**config.mk**
```make
export PLATFORM = sky130hd
export DESIGN_NAME = cxd_core
export DESIGN_NICKNAME = d
export VERILOG_FILES = /design/src/rtl/cxd_pkg.sv /design/src/rtl/cxd_core.sv
export SDC_FILE = /design/constraint.sdc
export NUM_CORES = 1
export LEC_CHECK = 0
export ABC_AREA = 1
export BUFFER_PORTS_ARGS = -buffer_cell sky130_fd_sc_hd__buf_2
export CORE_ASPECT_RATIO = 1.4
export CORE_MARGIN = 2
export CORE_UTILIZATION = 45
export CTS_BUF_LIST = sky130_fd_sc_hd__clkbuf_16
export DETAILED_ROUTE_END_ITERATION = 8
export GPL_TIMING_DRIVEN = 0
export PLACE_DENSITY = 0.78
export SYNTH_ARGS = -nofsm -noshare
export SYNTH_HDL_FRONTEND = slang
export SYNTH_SLANG_ARGS = --single-unit
```
**constraint.sdc**
```tcl
create_clock -name clk -period 3.7 [get_ports clk]
set_input_delay 0.74 -clock clk [delete_from_list [all_inputs] [get_ports clk]]
set_output_delay 0.74 -clock clk [all_outputs]
set_load 0.02 [all_outputs]
```
**src/rtl/cxd_pkg.sv**
```systemverilog
/*
 coprocessor transfer decode package: instruction field positions,
 control coprocessor and pc numbers, cycle counts and register map of the control port.
 assumes a 32-bit instruction word in the classic coprocessor layout.
*/
package cxd_pkg;
   localparam int COND_HI      = 31;
   localparam int COND_LO      = 28;
   localparam int NUM_HI       = 11;  // coproc_number_field
   localparam int NUM_LO       = 8;
   localparam int RD_HI        = 15;
   localparam int RD_LO        = 12;
   localparam int RN_HI        = 19;
   localparam int RN_LO        = 16;
   localparam int CRN_HI       = 19;  // coproc_first_reg_field
   localparam int CRN_LO       = 16;
   localparam int CRM_HI       = 3;   // coproc_second_reg_field
   localparam int CRM_LO       = 0;
   localparam int OPC_HI       = 23;  // coproc_opcode_field (transfer)
   localparam int OPC_LO       = 21;
   localparam int INFO_HI      = 7;
   localparam int INFO_LO      = 5;
   localparam int BIT_L        = 20;
   localparam int BIT_W        = 21;
   localparam int BIT_N        = 22;
   localparam int BIT_U        = 23;
   localparam int BIT_P        = 24;
   localparam int OFS_HI       = 7;
   localparam int OFS_LO       = 0;
   localparam int OFS_SHIFT    = 2;
   localparam logic [3:0] CTRL_CP    = 4'hf;
   localparam logic [3:0] REG_PC     = 4'hf;
   localparam logic [31:0] PC_SRC_OFS = 32'h0000000c;
   localparam int FETCH_CYC    = 1;
   localparam int INTERNAL_CYC = 3;
   // register port map
   localparam logic [3:0] A_STATUS = 4'h0;
   localparam logic [3:0] A_MASK   = 4'h1;
   localparam logic [3:0] A_CTRL   = 4'h2;
   localparam logic [3:0] A_LAST   = 4'h3;
   localparam logic [3:0] A_CFG    = 4'h4;
   localparam logic [3:0] A_COUNT  = 4'h5;
   localparam logic [3:0] RST_MASK = 4'h0;
   localparam logic [31:0] RST_CFG = 32'h00000000;
   typedef enum logic [1:0] {CXD_IDLE, CXD_FETCH, CXD_INT} cxd_state_e;
endpackage

```
**src/rtl/cxd_core.sv**
```systemverilog
/*
 coprocessor instruction decode and execution control: conditional
 execution, trap decisions, control-register transfers, flag loading,
 load/store address generation for emulation hints, event interrupt.
 assumes the pipeline presents one instruction with a valid strobe and
 flags, and accepts done/trap pulses; all inputs are on clk.
*/
// Implementation choices: the register offsets and the strobed register port.
`timescale 1ns/10ps
`default_nettype none
module cxd_core
   import cxd_pkg::*;
(
   input  wire logic        clk,
   input  wire logic        rst,
   input  wire logic        instr_valid,
   input  wire logic [31:0] instr,
   input  wire logic [31:0] instr_addr,
   input  wire logic [3:0]  flags_in,
   input  wire logic [31:0] core_reg_data,
   input  wire logic [31:0] base_reg_data,
   input  wire logic [3:0]  reg_addr,
   input  wire logic [31:0] reg_wdata,
   input  wire logic        reg_wr,
   input  wire logic        reg_rd,
   output logic [31:0]      reg_rdata,
   output logic             done,
   output logic             undef_trap,
   output logic             coproc_absent_line,
   output logic             coproc_busy_line,
   output logic             flags_we,
   output logic [3:0]       flags_out,
   output logic             core_reg_we,
   output logic [3:0]       core_reg_idx,
   output logic [31:0]      core_reg_wdata,
   output logic             base_we,
   output logic [31:0]      base_wdata,
   output logic [31:0]      xfer_addr,
   output logic             xfer_long,
   output logic             irq
);
   import cxd_pkg::*;

   cxd_state_e state;
   logic [1:0]  int_cnt;
   logic [31:0] cfg_reg;
   logic [3:0]  status;
   logic [3:0]  mask;
   logic        trap_en;
   logic [31:0] last_instr;
   logic [15:0] exec_count;
   logic        hold_l;
   logic [3:0]  hold_rd;
   logic [31:0] hold_wd;

   // decode
   logic        cond_ok;
   logic        is_xfer;
   logic        is_ldst;
   logic        is_dataop;
   logic        is_undef;
   logic        is_ctrl;
   logic [3:0]  c;
   logic [3:0]  fl;
   logic [31:0] ofs;
   logic [31:0] moved;

   assign fl = flags_in; // N Z C V
   assign c  = instr[COND_HI:COND_LO];

   always_comb begin
      case (c)
         4'h0: cond_ok = fl[2];
         4'h1: cond_ok = !fl[2];
         4'h2: cond_ok = fl[1];
         4'h3: cond_ok = !fl[1];
         4'h4: cond_ok = fl[3];
         4'h5: cond_ok = !fl[3];
         4'h6: cond_ok = fl[0];
         4'h7: cond_ok = !fl[0];
         4'h8: cond_ok = fl[1] && !fl[2];
         4'h9: cond_ok = !fl[1] || fl[2];
         4'ha: cond_ok = fl[3] == fl[0];
         4'hb: cond_ok = fl[3] != fl[0];
         4'hc: cond_ok = !fl[2] && (fl[3] == fl[0]);
         4'hd: cond_ok = fl[2] || (fl[3] != fl[0]);
         4'he: cond_ok = 1'b1;
         default: cond_ok = 1'b0;
      endcase
   end

   assign is_xfer   = (instr[27:24] == 4'he) && instr[4];
   assign is_dataop = (instr[27:24] == 4'he) && !instr[4];
   assign is_ldst   = (instr[27:25] == 3'h6);
   assign is_undef  = (instr[27:25] == 3'h3) && instr[4];
   // only number 15 answers, and only to transfers
   assign is_ctrl   = is_xfer && (instr[NUM_HI:NUM_LO] == CTRL_CP);

   // word offset scaled to bytes for the emulation address
   assign ofs = {22'h0, instr[OFS_HI:OFS_LO], 2'h0};
   assign moved = instr[BIT_U] ? base_reg_data + ofs
                               : base_reg_data - ofs;

   // sequencer: one fetch then three internal cycles for control moves
   always_ff @(posedge clk) begin
      if (rst) begin
         state   <= CXD_IDLE;
         int_cnt <= 2'h0;
      end else begin
         case (state)
            CXD_IDLE:
               if (instr_valid && cond_ok && is_ctrl && trap_en) begin
                  state <= CXD_FETCH;
               end
            CXD_FETCH: begin
               state   <= CXD_INT;
               int_cnt <= 2'(INTERNAL_CYC - 1);
            end
            CXD_INT:
               if (int_cnt == 2'h0) begin
                  state <= CXD_IDLE;
               end else begin
                  int_cnt <= int_cnt - 2'h1;
               end
            default: state <= CXD_IDLE;
         endcase
      end
   end

   // latch the transfer at acceptance; hold while the sequence runs
   always_ff @(posedge clk) begin
      if (rst) begin
         hold_l  <= 1'b0;
         hold_rd <= 4'h0;
         hold_wd <= 32'h0;
      end else if (state == CXD_IDLE && instr_valid) begin
         hold_l  <= instr[BIT_L];
         hold_rd <= instr[RD_HI:RD_LO];
         hold_wd <= (instr[RD_HI:RD_LO] == REG_PC)
                    ? instr_addr + PC_SRC_OFS : core_reg_data;
      end
   end

   // pipeline answers: done, trap, core register and flag writes
   always_ff @(posedge clk) begin
      if (rst) begin
         done           <= 1'b0;
         undef_trap     <= 1'b0;
         flags_we       <= 1'b0;
         flags_out      <= 4'h0;
         core_reg_we    <= 1'b0;
         core_reg_idx   <= 4'h0;
         core_reg_wdata <= 32'h0;
         cfg_reg        <= RST_CFG;
      end else begin
         done        <= 1'b0;
         undef_trap  <= 1'b0;
         flags_we    <= 1'b0;
         core_reg_we <= 1'b0;
         if (state == CXD_IDLE && instr_valid) begin
            if (!cond_ok) begin
               done <= 1'b1;
            end else if (is_undef || is_ldst || is_dataop) begin
               undef_trap <= 1'b1;
            end else if (is_xfer && (!is_ctrl || !trap_en)) begin
               undef_trap <= 1'b1;
            end else if (!is_xfer) begin
               done <= 1'b1;
            end
         end
         if (state == CXD_INT && int_cnt == 2'h0) begin
            done <= 1'b1;
            if (hold_l) begin
               if (hold_rd == REG_PC) begin
                  flags_we  <= 1'b1;
                  flags_out <= cfg_reg[31:28];
               end else begin
                  core_reg_we    <= 1'b1;
                  core_reg_idx   <= hold_rd;
                  core_reg_wdata <= cfg_reg;
               end
            end else if (reg_wr && reg_addr == A_CFG) begin
               cfg_reg <= reg_wdata;
            end else begin
               cfg_reg <= hold_wd;
            end
         end else if (reg_wr && reg_addr == A_CFG) begin
            cfg_reg <= reg_wdata;
         end
      end
   end

   // hints for the emulation handler on load/store traps
   always_ff @(posedge clk) begin
      if (rst) begin
         base_we    <= 1'b0;
         base_wdata <= 32'h0;
         xfer_addr  <= 32'h0;
         xfer_long  <= 1'b0;
      end else begin
         base_we <= 1'b0;
         if (state == CXD_IDLE && instr_valid && cond_ok && is_ldst) begin
            xfer_addr  <= instr[BIT_P] ? moved : base_reg_data;
            xfer_long  <= instr[BIT_N];
            base_we    <= instr[BIT_W];
            base_wdata <= moved;
         end
      end
   end

   // refusal lines: the control coprocessor declines all but its transfers
   always_ff @(posedge clk) begin
      if (rst) begin
         coproc_absent_line <= 1'b1;
         coproc_busy_line   <= 1'b1;
      end else begin
         coproc_absent_line <= !(instr_valid && is_ctrl);
         coproc_busy_line   <= !(instr_valid && is_ctrl);
      end
   end

   // status: 0 trap, 1 control move done, 2 skipped, 3 base write-back
   always_ff @(posedge clk) begin
      if (rst) begin
         status <= 4'h0;
      end else begin
         // set wins over the write-one clear
         status <= (status & ~((reg_wr && reg_addr == A_STATUS)
                               ? reg_wdata[3:0] : 4'h0))
                   | {base_we, state == CXD_IDLE && instr_valid && !cond_ok,
                      state == CXD_INT && int_cnt == 2'h0, undef_trap};
      end
   end

   always_ff @(posedge clk) begin
      if (rst) begin
         mask    <= RST_MASK;
         trap_en <= 1'b1;
      end else if (reg_wr) begin
         if (reg_addr == A_MASK) mask <= reg_wdata[3:0];
         // ctrl bit 0 clear forces every transfer to trap for emulation
         if (reg_addr == A_CTRL) trap_en <= reg_wdata[0];
      end
   end

   always_ff @(posedge clk) begin
      if (rst) begin
         last_instr <= 32'h0;
         exec_count <= 16'h0;
      end else if (state == CXD_IDLE && instr_valid) begin
         last_instr <= instr;
         exec_count <= exec_count + 16'h1;
      end
   end

   always_ff @(posedge clk) begin
      if (rst) begin
         irq <= 1'b0;
      end else begin
         irq <= |(status & mask);
      end
   end

   always_ff @(posedge clk) begin
      if (rst) begin
         reg_rdata <= 32'h0;
      end else if (reg_rd) begin
         case (reg_addr)
            A_STATUS: reg_rdata <= {28'h0, status};
            A_MASK:   reg_rdata <= {28'h0, mask};
            A_CTRL:   reg_rdata <= {31'h0, trap_en};
            A_LAST:   reg_rdata <= last_instr;
            A_CFG:    reg_rdata <= cfg_reg;
            A_COUNT:  reg_rdata <= {16'h0, exec_count};
            default:  reg_rdata <= 32'h0;
         endcase
      end else begin
         reg_rdata <= 32'h0;
      end
   end

   AST_SKIP: assert property (@(posedge clk) disable iff (rst)
      state == CXD_IDLE && instr_valid && !cond_ok |=> done && !undef_trap)
      else $error("failed condition not skipped");
   AST_FOREIGN: assert property (@(posedge clk) disable iff (rst)
      state == CXD_IDLE && instr_valid && cond_ok && is_xfer
      && instr[NUM_HI:NUM_LO] != CTRL_CP |=> undef_trap)
      else $error("foreign transfer did not trap");
   AST_LDST: assert property (@(posedge clk) disable iff (rst)
      state == CXD_IDLE && instr_valid && cond_ok && is_ldst
      |=> undef_trap && !done)
      else $error("load store did not trap");
   AST_UNDEF: assert property (@(posedge clk) disable iff (rst)
      state == CXD_IDLE && instr_valid && cond_ok && is_undef |=> undef_trap)
      else $error("undefined encoding did not trap");
   AST_CYCLES: assert property (@(posedge clk) disable iff (rst)
      state == CXD_IDLE && instr_valid && cond_ok && is_ctrl && trap_en
      |=> !done [*4] ##1 done)
      else $error("control move cycle count wrong");
   AST_FLAGS: assert property (@(posedge clk) disable iff (rst)
      flags_we |-> flags_out == $past(cfg_reg[31:28]) && !core_reg_we)
      else $error("flags not from bits 31 to 28");
   AST_WB: assert property (@(posedge clk) disable iff (rst)
      state == CXD_IDLE && instr_valid && cond_ok && is_ldst
      |=> base_we == $past(instr[BIT_W]))
      else $error("write back bit ignored");
   AST_NOMOD: assert property (@(posedge clk) disable iff (rst)
      state == CXD_IDLE && instr_valid && !cond_ok && !reg_wr
      |=> $stable(cfg_reg) && !core_reg_we && !flags_we)
      else $error("skipped move changed state");
   AST_DECLINE: assert property (@(posedge clk) disable iff (rst)
      instr_valid && !is_ctrl |=> coproc_absent_line && coproc_busy_line)
      else $error("foreign instruction accepted");
   AST_PCSRC: assert property (@(posedge clk) disable iff (rst)
      state == CXD_IDLE && instr_valid && instr[RD_HI:RD_LO] == REG_PC
      |=> hold_wd == $past(instr_addr) + PC_SRC_OFS)
      else $error("pc source not address plus twelve");
   AST_TO_CP: assert property (@(posedge clk) disable iff (rst)
      state == CXD_INT && int_cnt == 2'h0 && !hold_l
      |=> !flags_we && !core_reg_we)
      else $error("core to coprocessor move wrote the core");
   AST_LONG: assert property (@(posedge clk) disable iff (rst)
      state == CXD_IDLE && instr_valid && cond_ok && is_ldst
      |=> xfer_long == $past(instr[BIT_N]))
      else $error("length bit not passed on");
   AST_POST: assert property (@(posedge clk) disable iff (rst)
      state == CXD_IDLE && instr_valid && cond_ok && is_ldst && !instr[BIT_P]
      |=> xfer_addr == $past(base_reg_data))
      else $error("post index address not the base");
endmodule
`default_nettype wire

```
==> metrics.md <==
| Metric | Value |
|---|---|
| Status | `finished clean` |
| Starting DRT DRC Count | `~1300` |
| Most common cell in the synthesized netlist | `nand2_1` |
| Top-Level Pins | `318` |
| Routed WL | `60200 µm` |
| Rows | `slightly below 80` |
| Worst Setup SP | `instr[1]` |
| Area Overhead vs Synth | `21.3%` |
| Synth Flop Type | `dfxtp_1` |
| Post-Synth Adder-Cell Area | `3.11%` |
| Via count | `approximately 16000` |
| Number of global-route vias before repair | `around 16000` |
| Die area | `around 33000 µm²` |
| Wire per inst | `approximately 20 µm` |
| MaxCap Viol Count | `0` |
| Clock Path Buffers | `3` |
| H-tree Lvls | `1` |
| Fillers | `between 3000 and 4000` |
| Total CTS buffers | `28` |
| Final Max Slew Viols | `0` |
| Final setup viols | `0` |
| Least-Margin Pin Slew | `roughly 0.97 ns` |
| CP max stage delay | `roughly 0.44 ns` |
| Main combinational cell family by area after synthesis | `simple AND/OR/NAND/NOR gates` |
| Worst Setup Start Kind | `input port` |
| Yosys cell types | `46` |
| Clock Tree Root | `clkbuf_16` |
| Share of cells above drive strength 1 | `15.9%` |
| Maximum vdd drop | `approximately 0.35 mV` |
| Post-synthesis mux area share | `0.489%` |
| Share of the synthesized area in the top cell type | `a little under two fifths` |
| NetSw | `~2.1 mW` |
| Setup TNS | `0 ns` |
| Leakage power | `around 9 nW` |
| Achievable Freq | `between 200 and 300 MHz` |
| Vias per std cell | `roughly 5.3` |
| Hold slack | `a little over 0.4 ns` |
| Tcrit/Tclk final | `between 90% and 100%` |
| Setup Fix Bufs, Post-CTS | `0` |
| R2R setup slack | `around 1.4 ns` |
| Comb pwr share | `between 10% and 20%` |
| Crit path top cell by count | `nand2_1` |
| Area of the mapped netlist | `approximately 14000 µm²` |
| Worst Hold Launch | `base_reg_data[0]` |
| Cell count after synthesis | `about 2200` |
| Initial antenna violation count | `6` |
| Layout Skew | `0.0140 ns` |
| RSZ-0062 raised after global routing | `false` |
| Mapped Nets | `2445` |
| Internal | `between 4 and 5 mW` |
| Yosys warns | `0` |
| Post-synth EDFFs | `0` |
| Critical Path Sink Type | `flip-flop` |
| Async S/R FF share, synth | `0%` |
| Synth cell count leaders | `nand2_1, inv_1, nor2_1` |
| Grt total ovfl | `0` |
| Final #Nets | `about 2800` |
| Die X | `approximately 150 µm` |
| Final Critical Period | `roughly 3.5 ns` |
| R2r startpoint | `state[0]$_SDFFE_PP0P_` |
| Post_cts resized | `3` |
| Gpl congestion | `0.994` |
| Post-synthesis compound-gate area fraction | `16.3%` |
| Slew margin rel. | `between 30% and 40%` |
| CTS tree | `built` |
| Clk network pwr share | `41.0%` |
| Sequential share of power | `around 43%` |
| Initial Utilization | `between 40% and 50%` |
| First-pass DRT Iterations | `8` |
| Worst-path clk slew | `roughly 0.070 ns` |
| DP Area | `16400 µm²` |
| Core area | `about 32000 µm²` |
| Post-Synth Simple-Gate Area | `between 30% and 40%` |
| Sw frac | `a little under a third` |
| Post-DRT Antenna Nets | `0` |
| CP max FO | `6` |
| Worst endpoint data arrival time | `3.98 ns` |
| HP Class | `input port to flip-flop` |
| Clock sinks | `around 270` |
| Final instance area | `around 17000 µm²` |
| Pwr dens | `around 400 nW/µm²` |
| Critical-path top delay cell | `ha_1` |
| Die height | `approximately 220 µm` |
| First-pass GRT wire length | `88700 µm` |
| GRT Util Overall | `a little over a third` |
| Number of port buffers | `315` |
| CTS hold repair buffers | `0` |
| Critical path type | `input port to flip-flop` |
| Critical path, cell by cell | `buf_2 -> inv_1 -> ha_1 -> inv_1 -> nor4_4 -> a31oi_4 -> ha_1 -> nand2_1 -> nor2_1 -> nand3_1 -> nand3_1 -> nand2_1 -> nand2_1 -> nand2_1 -> nand2_1 -> nor2_1 -> nor2_1 -> nor2_1` |
| Number of remaining DRC errors | `0` |
| Largest net degree at the start of global routing | `16` |
| Post-synth top area cell | `dfxtp_1` |
| DP Wirelength | `~50000 µm` |
| FF+latch count, synth | `~270` |
| CP required | `4.18 ns` |
| Post-Synth XOR/XNOR Area | `1.16%` |
| Final core occ | `55.1%` |
| Clk_lat worst skew | `0.58 ns` |
| Final hold viol count | `0` |
| Synth top area cells | `dfxtp_1, nand2_1, inv_1, nor2_1, a21oi_1` |
| Seq/Total Area, Yosys | `a little under two fifths` |
| Syn_area_per_cell | `around 6.4 µm²` |
==> routing by layer <==
layer | vias to the layer above | track usage (%) | routed length [µm] | part of all wire (%)
met5 | - | 0 | 13 | 0.022
met4 | 2 | 22.8 | 4500 | 7.5
met3 | 195 | 4.28 | 3490 | 5.8
met2 | 673 | 65.1 | 30400 | 51
met1 | 7349 | 37.3 | 21800 | 36
li1 | 7836 | - | - | -
==> critical path, delay by kind of cell <==
family | cells | cell delay [ns]
AOI/OAI and AO/OA | 1 | 0.26
and+or+nand+nor | 12 | 1.95
buffers and inverters | 3 | 0.37
adders and majority gates | 2 | 0.65
==> final cells by class <==
class | count | area (µm²) | area share [%]
Antenna cell | 4 | 10.0 | 0.0576
Clock inverter | 24 | 226 | 1.30
Inverter | 297 | 1110 | 6.42
Buffer | 98 | 474 | 2.73
Multi-Input combinational cell | 1575 | 7430 | 42.8
Clock buffer | 28 | 701 | 4.03
Sequential cell | 267 | 5350 | 30.8
Tap cell | 395 | 494 | 2.85
Timing Repair Buffer | 315 | 1580 | 9.08
==> final timing paths <==
check,end,depth (start not counted)
worst max-delay path,xfer_addr[20]$_SDFFE_PP0N_,18
worst min-delay path,base_wdata[0]$_SDFFE_PP0N_,3
worst max register to register,last_instr[27]$_SDFFE_PP0P_,6
worst min register to register,reg_rdata[30]$_SDFF_PP0_,2
==> power groups by stage <==
stage	Sequential [mW]	Combinational, mW	Clock (mW)
final	3.00	1.14	2.89
after global routing	3.01	1.26	3.00
after CTS	3.00	1.12	2.90
after detailed placement	3.06	1.12	0
after global placement	3.06	1.11	0
after floorplan	3.07	0.646	0
==> stage by stage <==
stage / setup WS [ns] / power, mW / std cells
6_report: 0.193 / 7.03 / 3003
3_5_place_dp: -0.836 / 4.18 / 2947
5_1_grt: 0.0858 / 7.27 / 3003
4_1_cts: 0.0197 / 7.02 / 2999
2_1_floorplan: 0.630 / 3.72 / 2237
3_3_place_gp: -0.808 / 4.17 / 2947
==> placed cells by master, fill, tap and decap left out, types with 4 or more instances in the layout <==
master	synthesis	layout
nand4_1	27	27
inv_1	292	296
inv_6	0	4
buf_1	10	10
xor2_1	16	16
nor3_1	21	21
clkinv_1	1	4
nand2_1	631	631
inv_2	4	4
nor2_1	290	289
nand3b_1	8	8
clkbuf_1	58	58
buf_4	5	5
o22ai_1	33	33
buf_6	9	9
ha_1	34	33
a211oi_1	8	8
or2_2	6	6
dfxtp_1	267	267
a31oi_1	10	8
mux2i_1	7	7
nand3_1	82	82
o221ai_1	5	5
o21ai_0	147	147
buf_2	16	331
o211ai_1	16	16
clkinv_2	0	6
diode_2	0	4
clkbuf_16	0	28
a21oi_1	200	200
==> cells by family after synthesis <==
family	after synthesis
simple gates	1083
compound gates	431
buf+inv	395
flops	267
fa+ha+maj	35
xor+xnor	19
mux	7
Power figures use the tool's default switching activity.
